`src/hdl/timer_pulse_period_measure_consts.vh`:
```
// Constants for the pulse period measurement timer
`ifndef TIMER_PULSE_PERIOD_MEASURE_CONSTS_VH
`define TIMER_PULSE_PERIOD_MEASURE_CONSTS_VH

// Count source select codes
`define TPM_SRC_F1          2'h0
`define TPM_SRC_F2          2'h1
`define TPM_SRC_F8          2'h2
`define TPM_SRC_RING        2'h3

// Main clock divider: width, divide by two bit, divide by eight terminal count and reset value
`define TPM_DIV_W           3
`define TPM_DIV2_BIT        0
`define TPM_DIV8_LAST       3'h7
`define TPM_DIV_RESET       3'h0

// Mode register field positions
`define TPM_MODE_BIT0       0
`define TPM_MODE_BIT1       1
`define TPM_MODE_BIT2       2
`define TPM_POL_BIT         3
`define TPM_RUN_BIT         4
`define TPM_EDG_BIT         5
`define TPM_UND_BIT         6
`define TPM_SPARE_BIT       7

// Mode select code for pulse period measurement
`define TPM_MODE_PERIOD     3'h3

// Reset values
`define TPM_MODE_RESET      3'h0
`define TPM_POL_RESET       1'b0
`define TPM_RUN_RESET       1'b0
`define TPM_FLAG_RESET      1'b0
`define TPM_CNT_RESET_BIT   1'b1
`define TPM_BUF_RESET_BIT   1'b0

`endif

```
`src/hdl/pin_sync.v`:
```
// Two-stage synchroniser for a group of asynchronous input pins
`timescale 1ns/1ns
`default_nettype none

module pin_sync #(
  parameter WIDTH = 3
) (
  // Clock and reset
  input  wire             clock,
  input  wire             rst_n,
  input  wire             ce,
  // Asynchronous inputs and their synchronised copies
  input  wire [WIDTH-1:0] asyncIn,
  output wire [WIDTH-1:0] syncOut
);

  reg [WIDTH-1:0] stage1_q;
  reg [WIDTH-1:0] stage2_q;

  genvar i;
  generate
    for (i = 0; i < WIDTH; i = i + 1) begin : gSync
      // First stage feeds only the second stage
      always @(posedge clock) begin
        if (!rst_n) begin
          stage1_q[i] <= 1'b0;
          stage2_q[i] <= 1'b0;
        end else if (ce) begin
          stage1_q[i] <= asyncIn[i];
          stage2_q[i] <= stage1_q[i];
        end
      end
    end
  endgenerate

  assign syncOut = stage2_q;

endmodule // pin_sync

`default_nettype wire

```
`src/hdl/timer_pulse_period_measure.v`:
```
// Reloadable down-counter with prescaler, measuring an external pulse period
//
// Overview of operation
// - Count down; after active edge, latch timer into buffer at next prescaler underflow.
// - At second prescaler underflow after the edge, reload timer and keep counting.
// - Writing one to run bit starts counting, writing zero stops it.
// - Timer interrupt on every timer underflow and on every measurement reload.
// - Edge interrupt on the active edge that ends a measurement period.
// - In measurement mode timer read returns buffer contents; a read releases buffer for a new latch.
// - Writes while stopped load both reload register and counter.
// - Writes while running: reload at next input, counter at second, resume at third.
// - Polarity bit selects which edge delimits the measured period.
// - Pin select bit routes one of two input pins to the measured input.
// - Timer is stopped after reset; software loads values before starting.
// - Prescaler and timer read as separate bytes; count may move in between.
// - Edge and underflow flags clear on writing zero, stay on writing one.
// - Edge flag may set at the first prescaler underflow after start.
// - Run bit reads zero after start write until next count input, then one.
// - After stop write, counting stops at next count input; bit reads one till then.
`timescale 1ns/1ns
`default_nettype none
`include "timer_pulse_period_measure_consts.vh"

module timer_pulse_period_measure #(
  parameter WIDTH = 8
) (
  // Clock, reset and clock enable
  input  wire             clock,
  input  wire             rst_n,
  input  wire             ce,
  // External pins
  input  wire             measuredInputPinA,
  input  wire             measuredInputPinB,
  input  wire             ringOscClock,
  // Static configuration
  input  wire [1:0]       countSourceSelect,
  input  wire             inputPinSelect,
  // Register writes and reads
  input  wire             modeWrite,
  input  wire [7:0]       modeWriteData,
  input  wire             prescalerWrite,
  input  wire             timerWrite,
  input  wire [WIDTH-1:0] writeData,
  input  wire             timerRead,
  // Read data and events
  output reg  [7:0]       modeReadData_q,
  output reg  [WIDTH-1:0] prescalerReadData_q,
  output reg  [WIDTH-1:0] timerReadData_q,
  output reg              timerIrq_q,
  output reg              edgeIrq_q
);

  // One-hot states of the measurement sequence
  localparam [2:0] MEAS_IDLE   = 3'h1;
  localparam [2:0] MEAS_LATCH  = 3'h2;
  localparam [2:0] MEAS_RELOAD = 3'h4;

  // One-hot states of a write made while counting
  localparam [3:0] WR_IDLE   = 4'h1;
  localparam [3:0] WR_RELOAD = 4'h2;
  localparam [3:0] WR_LOAD   = 4'h4;
  localparam [3:0] WR_RESUME = 4'h8;

  localparam [WIDTH-1:0] CNT_ZERO = {WIDTH{1'b0}};
  localparam [WIDTH-1:0] CNT_ONE  = {{(WIDTH-1){1'b0}}, 1'b1};

  // Synchronised pins: bit 0 pin A, bit 1 pin B, bit 2 ring oscillator
  wire [2:0] pinSync;

  pin_sync #(
    .WIDTH (3)
  ) uPinSync (
    .clock   (clock),
    .rst_n   (rst_n),
    .ce      (ce),
    .asyncIn ({ringOscClock, measuredInputPinB, measuredInputPinA}),
    .syncOut (pinSync)
  );

  // State
  reg [`TPM_DIV_W-1:0] divCnt_q;
  reg                  ringPrev_q;
  reg [2:0]            modeSel_q;
  reg                  polarity_q;
  reg                  runReq_q;
  reg                  runActive_q;
  reg                  edgeFlag_q;
  reg                  underflowFlag_q;
  reg [WIDTH-1:0]      prescReload_q;
  reg [WIDTH-1:0]      prescCnt_q;
  reg [WIDTH-1:0]      timerReload_q;
  reg [WIDTH-1:0]      timerCnt_q;
  reg [WIDTH-1:0]      readBuf_q;
  reg                  bufHeld_q;
  reg                  sample_q;
  reg [2:0]            measState_q;
  reg [3:0]            wrState_q;
  reg [WIDTH-1:0]      wrData_q;
  reg                  wrPresc_q;
  reg                  wrTimer_q;

  // Combinational terms
  reg         countTick;
  reg [2:0]   measState_d;
  reg [7:0]   modeRead;
  wire        measuredInput;
  wire        ringTick;
  wire        activeLevel;
  wire        measMode;
  wire        counting;
  wire        prescUnder;
  wire        timerZero;
  wire        activeEdge;
  wire        measLatch;
  wire        measReload;
  wire        timerUnder;
  wire        edgeClear;
  wire        underClear;
  wire        startTick;

  // Pin routing and polarity; only the synchronised copies are looked at
  assign measuredInput = inputPinSelect ? pinSync[1] : pinSync[0];
  assign activeLevel   = ~polarity_q;
  assign ringTick      = pinSync[2] & ~ringPrev_q;
  assign measMode      = (modeSel_q == `TPM_MODE_PERIOD);

  // Free-running main clock divider and ring oscillator edge history
  always @(posedge clock) begin
    if (!rst_n) begin
      divCnt_q   <= `TPM_DIV_RESET;
      ringPrev_q <= 1'b0;
    end else if (ce) begin
      divCnt_q   <= divCnt_q + 3'h1;
      ringPrev_q <= pinSync[2];
    end
  end

  // Count source selection; ring ticks are slower than the main clock
  always @* begin
    case (countSourceSelect)
      `TPM_SRC_F1:   countTick = 1'b1;
      `TPM_SRC_F2:   countTick = divCnt_q[`TPM_DIV2_BIT];
      `TPM_SRC_F8:   countTick = (divCnt_q == `TPM_DIV8_LAST);
      `TPM_SRC_RING: countTick = ringTick;
      default:       countTick = 1'b0;
    endcase
  end

  // Counting is paused while a running write moves data into the counters
  assign counting   = runActive_q & countTick &
                      ((wrState_q == WR_IDLE) | (wrState_q == WR_RESUME));
  assign prescUnder = counting & (prescCnt_q == CNT_ZERO);
  assign timerZero  = (timerCnt_q == CNT_ZERO);
  assign startTick  = countTick & runReq_q & ~runActive_q;

  // The input is only sampled at prescaler underflow, so narrow pulses can be lost
  assign activeEdge = measMode & prescUnder & (measuredInput == activeLevel) &
                      (sample_q != activeLevel);
  assign measLatch  = measMode & prescUnder & (measState_q == MEAS_LATCH);
  assign measReload = measMode & prescUnder & (measState_q == MEAS_RELOAD);
  assign timerUnder = prescUnder & timerZero & ~measReload;

  // Flag clears come from writing zero to the flag positions
  assign edgeClear  = modeWrite & ~modeWriteData[`TPM_EDG_BIT];
  assign underClear = modeWrite & ~modeWriteData[`TPM_UND_BIT];

  // Mode, polarity and run request; stopped after reset
  always @(posedge clock) begin
    if (!rst_n) begin
      modeSel_q  <= `TPM_MODE_RESET;
      polarity_q <= `TPM_POL_RESET;
      runReq_q   <= `TPM_RUN_RESET;
    end else if (ce && modeWrite) begin
      modeSel_q  <= {modeWriteData[`TPM_MODE_BIT2],
                     modeWriteData[`TPM_MODE_BIT1],
                     modeWriteData[`TPM_MODE_BIT0]};
      polarity_q <= modeWriteData[`TPM_POL_BIT];
      runReq_q   <= modeWriteData[`TPM_RUN_BIT];
    end
  end

  // Run status follows the request only at a count-source input
  always @(posedge clock) begin
    if (!rst_n) begin
      runActive_q <= `TPM_RUN_RESET;
    end else if (ce && countTick) begin
      runActive_q <= runReq_q;
    end
  end

  // Sticky flags; a hardware set in the same cycle as a clear wins
  always @(posedge clock) begin
    if (!rst_n) begin
      edgeFlag_q      <= `TPM_FLAG_RESET;
      underflowFlag_q <= `TPM_FLAG_RESET;
    end else if (ce) begin
      edgeFlag_q      <= (edgeFlag_q & ~edgeClear) | activeEdge;
      underflowFlag_q <= (underflowFlag_q & ~underClear) | timerUnder;
    end
  end

  // Input sample history; starting forces the inactive level so a level
  // already active at start is seen as an edge at the first underflow
  always @(posedge clock) begin
    if (!rst_n) begin
      sample_q <= 1'b0;
    end else if (ce) begin
      if (startTick) begin
        sample_q <= ~activeLevel;
      end else if (prescUnder) begin
        sample_q <= measuredInput;
      end
    end
  end

  // Measurement sequence: edge, latch at next underflow, reload at the one after
  always @* begin
    measState_d = measState_q;
    if (!measMode || !runActive_q) begin
      measState_d = MEAS_IDLE;
    end else if (activeEdge) begin
      measState_d = MEAS_LATCH;
    end else if (prescUnder) begin
      case (measState_q)
        MEAS_IDLE:   measState_d = MEAS_IDLE;
        MEAS_LATCH:  measState_d = MEAS_RELOAD;
        MEAS_RELOAD: measState_d = MEAS_IDLE;
        default:     measState_d = MEAS_IDLE;
      endcase
    end
  end

  always @(posedge clock) begin
    if (!rst_n) begin
      measState_q <= MEAS_IDLE;
    end else if (ce) begin
      measState_q <= measState_d;
    end
  end

  // Read-out buffer; a latch is taken only while the buffer is free, so one arriving while it is held is lost
  always @(posedge clock) begin
    if (!rst_n) begin
      readBuf_q <= {WIDTH{`TPM_BUF_RESET_BIT}};
      bufHeld_q <= 1'b0;
    end else if (ce) begin
      if (measLatch && !bufHeld_q) begin
        readBuf_q <= timerCnt_q;
        bufHeld_q <= 1'b1;
      end else if (timerRead) begin
        bufHeld_q <= 1'b0;
      end
    end
  end

  // Write sequencer for prescaler and timer writes made while counting
  always @(posedge clock) begin
    if (!rst_n) begin
      wrState_q <= WR_IDLE;
      wrData_q  <= {WIDTH{`TPM_BUF_RESET_BIT}};
      wrPresc_q <= 1'b0;
      wrTimer_q <= 1'b0;
    end else if (ce) begin
      if ((prescalerWrite || timerWrite) && runActive_q) begin
        wrState_q <= WR_RELOAD;
        wrData_q  <= writeData;
        wrPresc_q <= prescalerWrite;
        wrTimer_q <= timerWrite;
      end else if (!runActive_q) begin
        wrState_q <= WR_IDLE;
      end else if (countTick) begin
        case (wrState_q)
          WR_IDLE:   wrState_q <= WR_IDLE;
          WR_RELOAD: wrState_q <= WR_LOAD;
          WR_LOAD:   wrState_q <= WR_RESUME;
          WR_RESUME: wrState_q <= WR_IDLE;
          default:   wrState_q <= WR_IDLE;
        endcase
      end
    end
  end

  // Reload registers and counters
  always @(posedge clock) begin
    if (!rst_n) begin
      prescReload_q <= {WIDTH{`TPM_CNT_RESET_BIT}};
      prescCnt_q    <= {WIDTH{`TPM_CNT_RESET_BIT}};
      timerReload_q <= {WIDTH{`TPM_CNT_RESET_BIT}};
      timerCnt_q    <= {WIDTH{`TPM_CNT_RESET_BIT}};
    end else if (ce) begin
      if (!runActive_q) begin
        // Stopped: a write goes to reload register and counter at once
        if (prescalerWrite) begin
          prescReload_q <= writeData;
          prescCnt_q    <= writeData;
        end else if (wrState_q != WR_IDLE && wrPresc_q) begin
          prescReload_q <= wrData_q;
          prescCnt_q    <= wrData_q;
        end
        if (timerWrite) begin
          timerReload_q <= writeData;
          timerCnt_q    <= writeData;
        end else if (wrState_q != WR_IDLE && wrTimer_q) begin
          timerReload_q <= wrData_q;
          timerCnt_q    <= wrData_q;
        end
      end else if (countTick && wrState_q == WR_RELOAD) begin
        if (wrPresc_q) begin
          prescReload_q <= wrData_q;
        end
        if (wrTimer_q) begin
          timerReload_q <= wrData_q;
        end
      end else if (countTick && wrState_q == WR_LOAD) begin
        prescCnt_q <= prescReload_q;
        timerCnt_q <= timerReload_q;
      end else if (prescUnder) begin
        prescCnt_q <= prescReload_q;
        if (measReload || timerZero) begin
          timerCnt_q <= timerReload_q;
        end else begin
          timerCnt_q <= timerCnt_q - CNT_ONE;
        end
      end else if (counting) begin
        prescCnt_q <= prescCnt_q - CNT_ONE;
      end
    end
  end

  // Mode register read view: run bit shows the real counting state
  always @* begin
    modeRead                 = 8'h00;
    modeRead[`TPM_MODE_BIT0] = modeSel_q[0];
    modeRead[`TPM_MODE_BIT1] = modeSel_q[1];
    modeRead[`TPM_MODE_BIT2] = modeSel_q[2];
    modeRead[`TPM_POL_BIT]   = polarity_q;
    modeRead[`TPM_RUN_BIT]   = runActive_q;
    modeRead[`TPM_EDG_BIT]   = edgeFlag_q;
    modeRead[`TPM_UND_BIT]   = underflowFlag_q;
  end

  // Registered read data; each byte is sampled on its own, so a prescaler
  // and timer pair read on different cycles may not be coherent
  always @(posedge clock) begin
    if (!rst_n) begin
      modeReadData_q      <= 8'h00;
      prescalerReadData_q <= {WIDTH{`TPM_CNT_RESET_BIT}};
      timerReadData_q     <= {WIDTH{`TPM_CNT_RESET_BIT}};
    end else if (ce) begin
      modeReadData_q      <= modeRead;
      prescalerReadData_q <= prescCnt_q;
      timerReadData_q     <= measMode ? readBuf_q : timerCnt_q;
    end
  end

  // Interrupt request pulses
  always @(posedge clock) begin
    if (!rst_n) begin
      timerIrq_q <= 1'b0;
      edgeIrq_q  <= 1'b0;
    end else if (ce) begin
      timerIrq_q <= timerUnder | measReload;
      edgeIrq_q  <= activeEdge;
    end
  end

endmodule // timer_pulse_period_measure

`default_nettype wire

```
`config.mk`:
```
export PLATFORM = sky130hd
export DESIGN_NAME = timer_pulse_period_measure
export DESIGN_NICKNAME = d
export VERILOG_FILES = /design/src/hdl/pin_sync.v /design/src/hdl/timer_pulse_period_measure.v
export VERILOG_INCLUDE_DIRS = /design/src /design/src/hdl
export SDC_FILE = /design/constraint.sdc
export NUM_CORES = 1
export LEC_CHECK = 0
export BUFFER_PORTS_ARGS = -buffer_cell sky130_fd_sc_hd__buf_2
export CORE_UTILIZATION = 59
export CTS_CLUSTER_SIZE = 20
export DETAILED_ROUTE_END_ITERATION = 8
export GPL_ROUTABILITY_DRIVEN = 0
export PLACE_DENSITY = 0.8
export RECOVER_POWER = 50
export SYNTH_ARGS = -nofsm -noshare
export SYNTH_HDL_FRONTEND = slang
export SYNTH_SLANG_ARGS = --single-unit
```
`constraint.sdc`:
```
create_clock -name clock -period 3.1 [get_ports clock]
set_input_delay 0.62 -clock clock [delete_from_list [all_inputs] [get_ports clock]]
set_output_delay 0.62 -clock clock [all_outputs]
set_load 0.1 [all_outputs]
```
==> impl_metrics.yaml, run 1 <==
outcome:
  outcome: "finished, final reports clean"
worst_hold_path:
  hold_class: "reg -> reg"
timing:
  tns_ns: 0
  skew_ns: 0.0127
  hold_violations: 0
  maxSlewHeadroom_pct: 17.7
  fmax_mhz: 375
  setup_violations: 0
  whs_ns: 0.466
  final_max_slew_viol_count: 0
  finalCriticalPeriod_ns: 2.67
  finalCritPeriodShare_pct: 86.1
  layout_setup_ws_ns: 0.432
  rsz0062_at_grt: "no"
  worst_pin_slew_ns: 1.23
clock_tree:
  cts_tree: "yes"
  cts_sinks: 102
  cts_resized: 0
  post-cts-setup-buffers: 0
  hold_buffers: 0
  clk_pin_slew_worst_paths_ns: 0.10
  clock_path_buffers: 2
  h-tree-depth: 3
  clock_latency_ns: 0.36
  cts-root-buf: "clkbuf_8"
  cts_buffers: 9
placed_design:
  post-place-ws_ns: 0.437
  io_buffers: 52
  dp_hpwl_um: 8110
synthesis:
  ys_seq_area_share_pct: 41.0
  synth_edf_count: 0
  synth_area_leader_cell: "dfxtp_1"
  synthCells: 587
  async_reset_ff_share_pct: 0
  yosysWarnings: 0
  yosysTopAreaCellShare_pct: 41.0
  synthFlopType: "dfxtp_1"
  synth_common_cells: "102 x dfxtp_1, 93 x nand2_1, 61 x mux2i_1, 59 x nor2_1, 41 x a21oi_1"
  synth-seq-cells: 102
  yosysUniqueCellTypes: 65
  synth.avg_cell_area_um2: 8.49
  synthesis.area_um2: 4980
  yosysMostFrequentCell: "dfxtp_1"
  syn-num-nets: 621
  synth.area.top_cells: "dfxtp_1 41%, mux2i_1 12%, nand2_1 7.0%, nor2_1 4.4%, a21oi_1 4.1%"
layout:
  layout-drive-gt1-share_pct: 11.5
  nets: 656
  syn_to_final_growth_pct: 9.09
  insertedDiodeCount: 0
job:
  maxCapViolations: 0
global_route:
  grt_pass1_wl_um: 19600
  grt_antenna_before_repair: 0
  grt.overflow.total: 0
  grt_pass1_vias: 4165
  grtUsageTotal_pct: 27.9
  grt_max_degree: 41
setup_path:
  cp_top_family: "simple AND/OR/NAND/NOR gates"
  critPathCaptureType: "register"
  path_cells: "inv_1 > ha_1 > nor4b_1 > nand4_1 > or3_1 > a21oi_2 > a2111oi_0 > a211oi_1"
  critical_path.startpoint_type: "register"
  worstSetupPathType: "reg -> reg"
  cpMaxStageDelayCell: "or3_1"
  cp_slowest_stage_delay_ns: 0.55
  critPathBufInv: 1
  arrival_ns: 2.94
  cp_data_required_time_ns: 3.37
  cp_max_fo: 6
detailed_routing:
  vias: 4441
  drt-pass1-iter-count: 5
  route.detailed.drc: 0
  drt-total-wl_um: 11500
  antenna_left: 0
  wl_per_cell_um: 15.7
  drt-vias-per-instance: 6.07
  drt-initial-drc-count: 343
power:
  switching_share_pct: 30.1
  ir_drop_uv: 361
  power.density_nw_per_um2: 469
  seqPwrFrac_pct: 55.6
  clkPwrFrac_pct: 30.8
  p_int_mw: 1.78
  power_mw: 2.55
  p_comb_share_pct: 13.6
  leakagePower_nw: 2.26
  power.switching_uw: 767
die:
  start_util_pct: 60.9
  chipHeight_um: 93.9
  rows: 33
  ios: 55
  core_area_um2: 8180
  design.die.area_um2: 8820
  die_x_um: 93.9
registers in the layout, indices dropped and copies added (netlist names), 4 cells and up:
name / count
prescCnt_q: 8
timerCnt_q: 8
prescalerReadData_q: 8
readBuf_q: 8
wrState_q: 4
prescReload_q: 8
timerReload_q: 8
timerReadData_q: 8
modeReadData_q: 7
wrData_q: 8
routing by layer:
layer	track usage [%]	wire length (um)	up-vias
met5	0	0	-
met4	11.0	238	0
met3	5.18	575	24
met2	45.7	5480	135
met1	36.1	5180	2125
li1	-	-	2157
cells in the final DEF (no fill, tap or decap), drive strengths merged, types with 3 or more instances in the layout:
cell type / n
o21ai: 30
xor2: 5
o32ai: 6
nor4b: 6
mux2: 4
and2: 3
nor4: 3
inv: 15
nor3b: 3
nand3b: 3
a31oi: 3
o211ai: 5
nor2b: 3
clkbuf: 36
nand2: 93
a211oi: 16
ha: 5
a21oi: 43
o21bai: 4
nor2: 59
buf: 37
o32a: 6
or2: 3
mux2i: 61
dfxtp: 102
xnor2: 8
nand4: 3
nand3: 18
nor3: 8
logic make-up after synthesis:
kind of cell	Yosys count	synth area share (%)
other	1	0.0753
XOR/XNOR	13	2.29
AND/OR/NAND/NOR	216	20.1
flip-flops	102	41.0
AO/OA/AOI/OAI	134	18.0
multiplexers	65	13.2
adder cells (fa/ha/maj)	5	1.26
buffers and inverters	51	4.22
path summary, 6_finish.rpt:
path | from | endpoint | slack, ns | cells after the start
setup reg to reg | prescCnt_q[0] | timerCnt_q[2] | 0.43 | 8
hold reg to reg | bufHeld_q | bufHeld_q | 0.47 | 2
setup / recovery | prescCnt_q[0] | timerCnt_q[2] | 0.43 | 8
hold / removal | bufHeld_q | bufHeld_q | 0.47 | 2
power groups by stage:
stage | Sequential, mW | Combinational [mW] | Clock (mW)
5_1_grt | 1.43 | 0.382 | 0.849
6_report | 1.42 | 0.348 | 0.784
2_1_floorplan | 1.50 | 0.203 | 0
3_5_place_dp | 1.45 | 0.348 | 0
3_3_place_gp | 1.44 | 0.339 | 0
4_1_cts | 1.42 | 0.351 | 0.803
worst reg2reg max path: cells and delay by family (launching register included):
| family | cells | cell delay [ns] |
|---|---|---|
| and+or+nand+nor | 3 | 1.35 |
| AOI/OAI and AO/OA | 3 | 0.58 |
| DFF | 1 | 0.35 |
| adders and majority gates | 1 | 0.21 |
| buffers and inverters | 1 | 0.10 |
layout make-up:
cell class	instances	area [um2]
clock buffer	10	128
clock inverter	6	52.6
fill	707	2740
inverter	12	45.0
multi-input combinational	434	2730
sequential	102	2040
tap	105	131
timing repair buffer	63	307
stage by stage:
stage / cells / cell area [um2] / util [%]
6_report: 732 / 5440 / 66.5
5_1_grt: 732 / 5440 / 66.5
4_1_cts: 732 / 5470 / 66.9
3_5_place_dp: 716 / 5290 / 64.7
3_3_place_gp: 716 / 5290 / 64.7
2_1_floorplan: 587 / 4980 / -
Power figures use the tool's default switching activity.
==> inputs of run 2 (changes only) <==
--- a/config.mk
+++ b/config.mk
@@ -11,7 +11,7 @@
 export CTS_CLUSTER_SIZE = 20
 export DETAILED_ROUTE_END_ITERATION = 8
 export GPL_ROUTABILITY_DRIVEN = 0
-export PLACE_DENSITY = 0.8
+export PLACE_DENSITY = 0.85
 export RECOVER_POWER = 50
 export SYNTH_ARGS = -nofsm -noshare
 export SYNTH_HDL_FRONTEND = slang
==> impl_metrics.yaml, run 2 (synthesized netlist as in run 1, its figures left out) <==
job:
  maxCapViolations: 0
power:
  ir_drop_uv: 338
  leakagePower_nw: 2.25
  power.density_nw_per_um2: 476
detailed_routing:
  wl_met2_um: 5560
  drt-initial-drc-count: 216
  vias: 4410
  top_layer: "met4"
  route.detailed.drc: 0
  drt-vias-per-instance: 6.05
  wl_per_cell_um: 15.6
  drt-pass1-iter-count: 6
  wl_met1_um: 5030
  wl_met3_um: 528
  antenna_left: 0
  drt-total-wl_um: 11400
die:
  die_x_um: 93.9
  core_area_um2: 8180
  design.die.area_um2: 8820
  start_util_pct: 60.9
  ios: 55
  rows: 33
  chipHeight_um: 93.9
clock_tree:
  cts-root-buf: "clkbuf_8"
  post-cts-setup-buffers: 0
  h-tree-depth: 3
  clk_pin_slew_worst_paths_ns: 0.10
  hold_buffers: 0
  cts_tree: "yes"
  clock_latency_ns: 0.38
  clock_path_buffers: 2
  cts_buffers: 9
  cts_resized: 0
  cts_sinks: 102
timing:
  final_max_slew_viol_count: 0
  finalCriticalPeriod_ns: 2.85
  skew_ns: 0.0159
  tns_ns: 0
  worst_pin_slew_ns: 1.19
  fmax_mhz: 351
  hold_violations: 0
  rsz0062_at_grt: "no"
  maxSlewHeadroom_pct: 21.0
  setup_violations: 0
  finalCritPeriodShare_pct: 92.0
layout:
  final_core_util_pct: 66.3
  nets: 653
  syn_to_final_growth_pct: 8.76
  final_cell_mix: "102 x dfxtp_1, 93 x nand2_1, 61 x mux2i_1, 59 x nor2_1, 41 x a21oi_1"
  mostFrequentLayoutCell: "dfxtp_1"
  insertedDiodeCount: 0
  layout-drive-gt1-share_pct: 11.1
setup_path:
  cp_data_required_time_ns: 3.40
  arrival_ns: 3.15
  worstSetupPathType: "reg -> reg"
  worstRegToRegCells: 8
  crit_start: "prescCnt_q[0]"
  cp_max_fo: 7
  critical_path.startpoint_type: "register"
  r2r_slack_ns: 0.25
  endpoint: "measState_q[2]"
  critPathCaptureType: "register"
  reg2reg_to: "measState_q[2]"
  reg2reg_from: "prescCnt_q[0]"
global_route:
  grtUsageTotal_pct: 27.7
  grt_pass1_wl_um: 19300
  grt_max_degree: 50
  grt_antenna_before_repair: 0
  grt_pass1_vias: 4111
  grt.overflow.total: 0
outcome:
  outcome: "finished, final reports clean"
worst_hold_path:
  min_from: "bufHeld_q"
  hold_class: "reg -> reg"
placed_design:
  dp_hpwl_um: 8030
  io_buffers: 52
## run 2: stage by stage
step	area (um2)	setup slack (ns)	hold WS, ns	total power, mW	instances
after global routing	5420	0.00231	0.490	2.68	729
after floorplan	4980	0.869	0.431	1.70	587
after detailed placement	5270	0.363	0.445	1.79	713
after CTS	5460	0.298	0.460	2.59	729
final	5420	0.249	0.457	2.58	729
after global placement	5270	0.475	0.443	1.78	713
## run 2: area by class of cell
| type | instances | area [um2] |
|---|---|---|
| clock buffers | 10 | 138 |
| clock inverters | 6 | 50.0 |
| fillers | 710 | 2760 |
| inverters | 12 | 45.0 |
| multi-input cells | 434 | 2730 |
| flip-flops and latches | 102 | 2040 |
| well taps | 105 | 131 |
| repair buffers | 60 | 283 |
## run 2: metal layers
layer | up-vias | GRT usage (%)
met5 | - | 0
met4 | 0 | 12.2
met3 | 25 | 4.94
met2 | 144 | 46.0
met1 | 2088 | 35.2
li1 | 2153 | -
## run 2: worst min path at each step
stage,to,slack [ns],cells after the start
final,bufHeld_q,0.46,2
after global routing,bufHeld_q,0.49,2
after CTS,uPinSync.stage1_q[1],0.46,3
after detailed placement,bufHeld_q,0.45,2
after global placement,bufHeld_q,0.44,2
after floorplan,bufHeld_q,0.43,2
## run 2: power by group
| part | switching [mW] | internal [mW] | total [mW] |
|---|---|---|---|
| logic | 0.234 | 0.112 | 0.346 |
| registers | 0.0555 | 1.36 | 1.42 |
| clock network | 0.491 | 0.327 | 0.818 |
| total | 0.780 | 1.80 | 2.58 |
## run 2: critical path, cell delays in order, from the launching register on
cell and delay [ns]:
dfxtp_1 0.34, inv_1 0.10, ha_1 0.21, nor4b_1 0.58, nand4_1 0.33, nor2_1 0.44, o31ai_1 0.20, or3b_1 0.42
a21oi_1 0.14
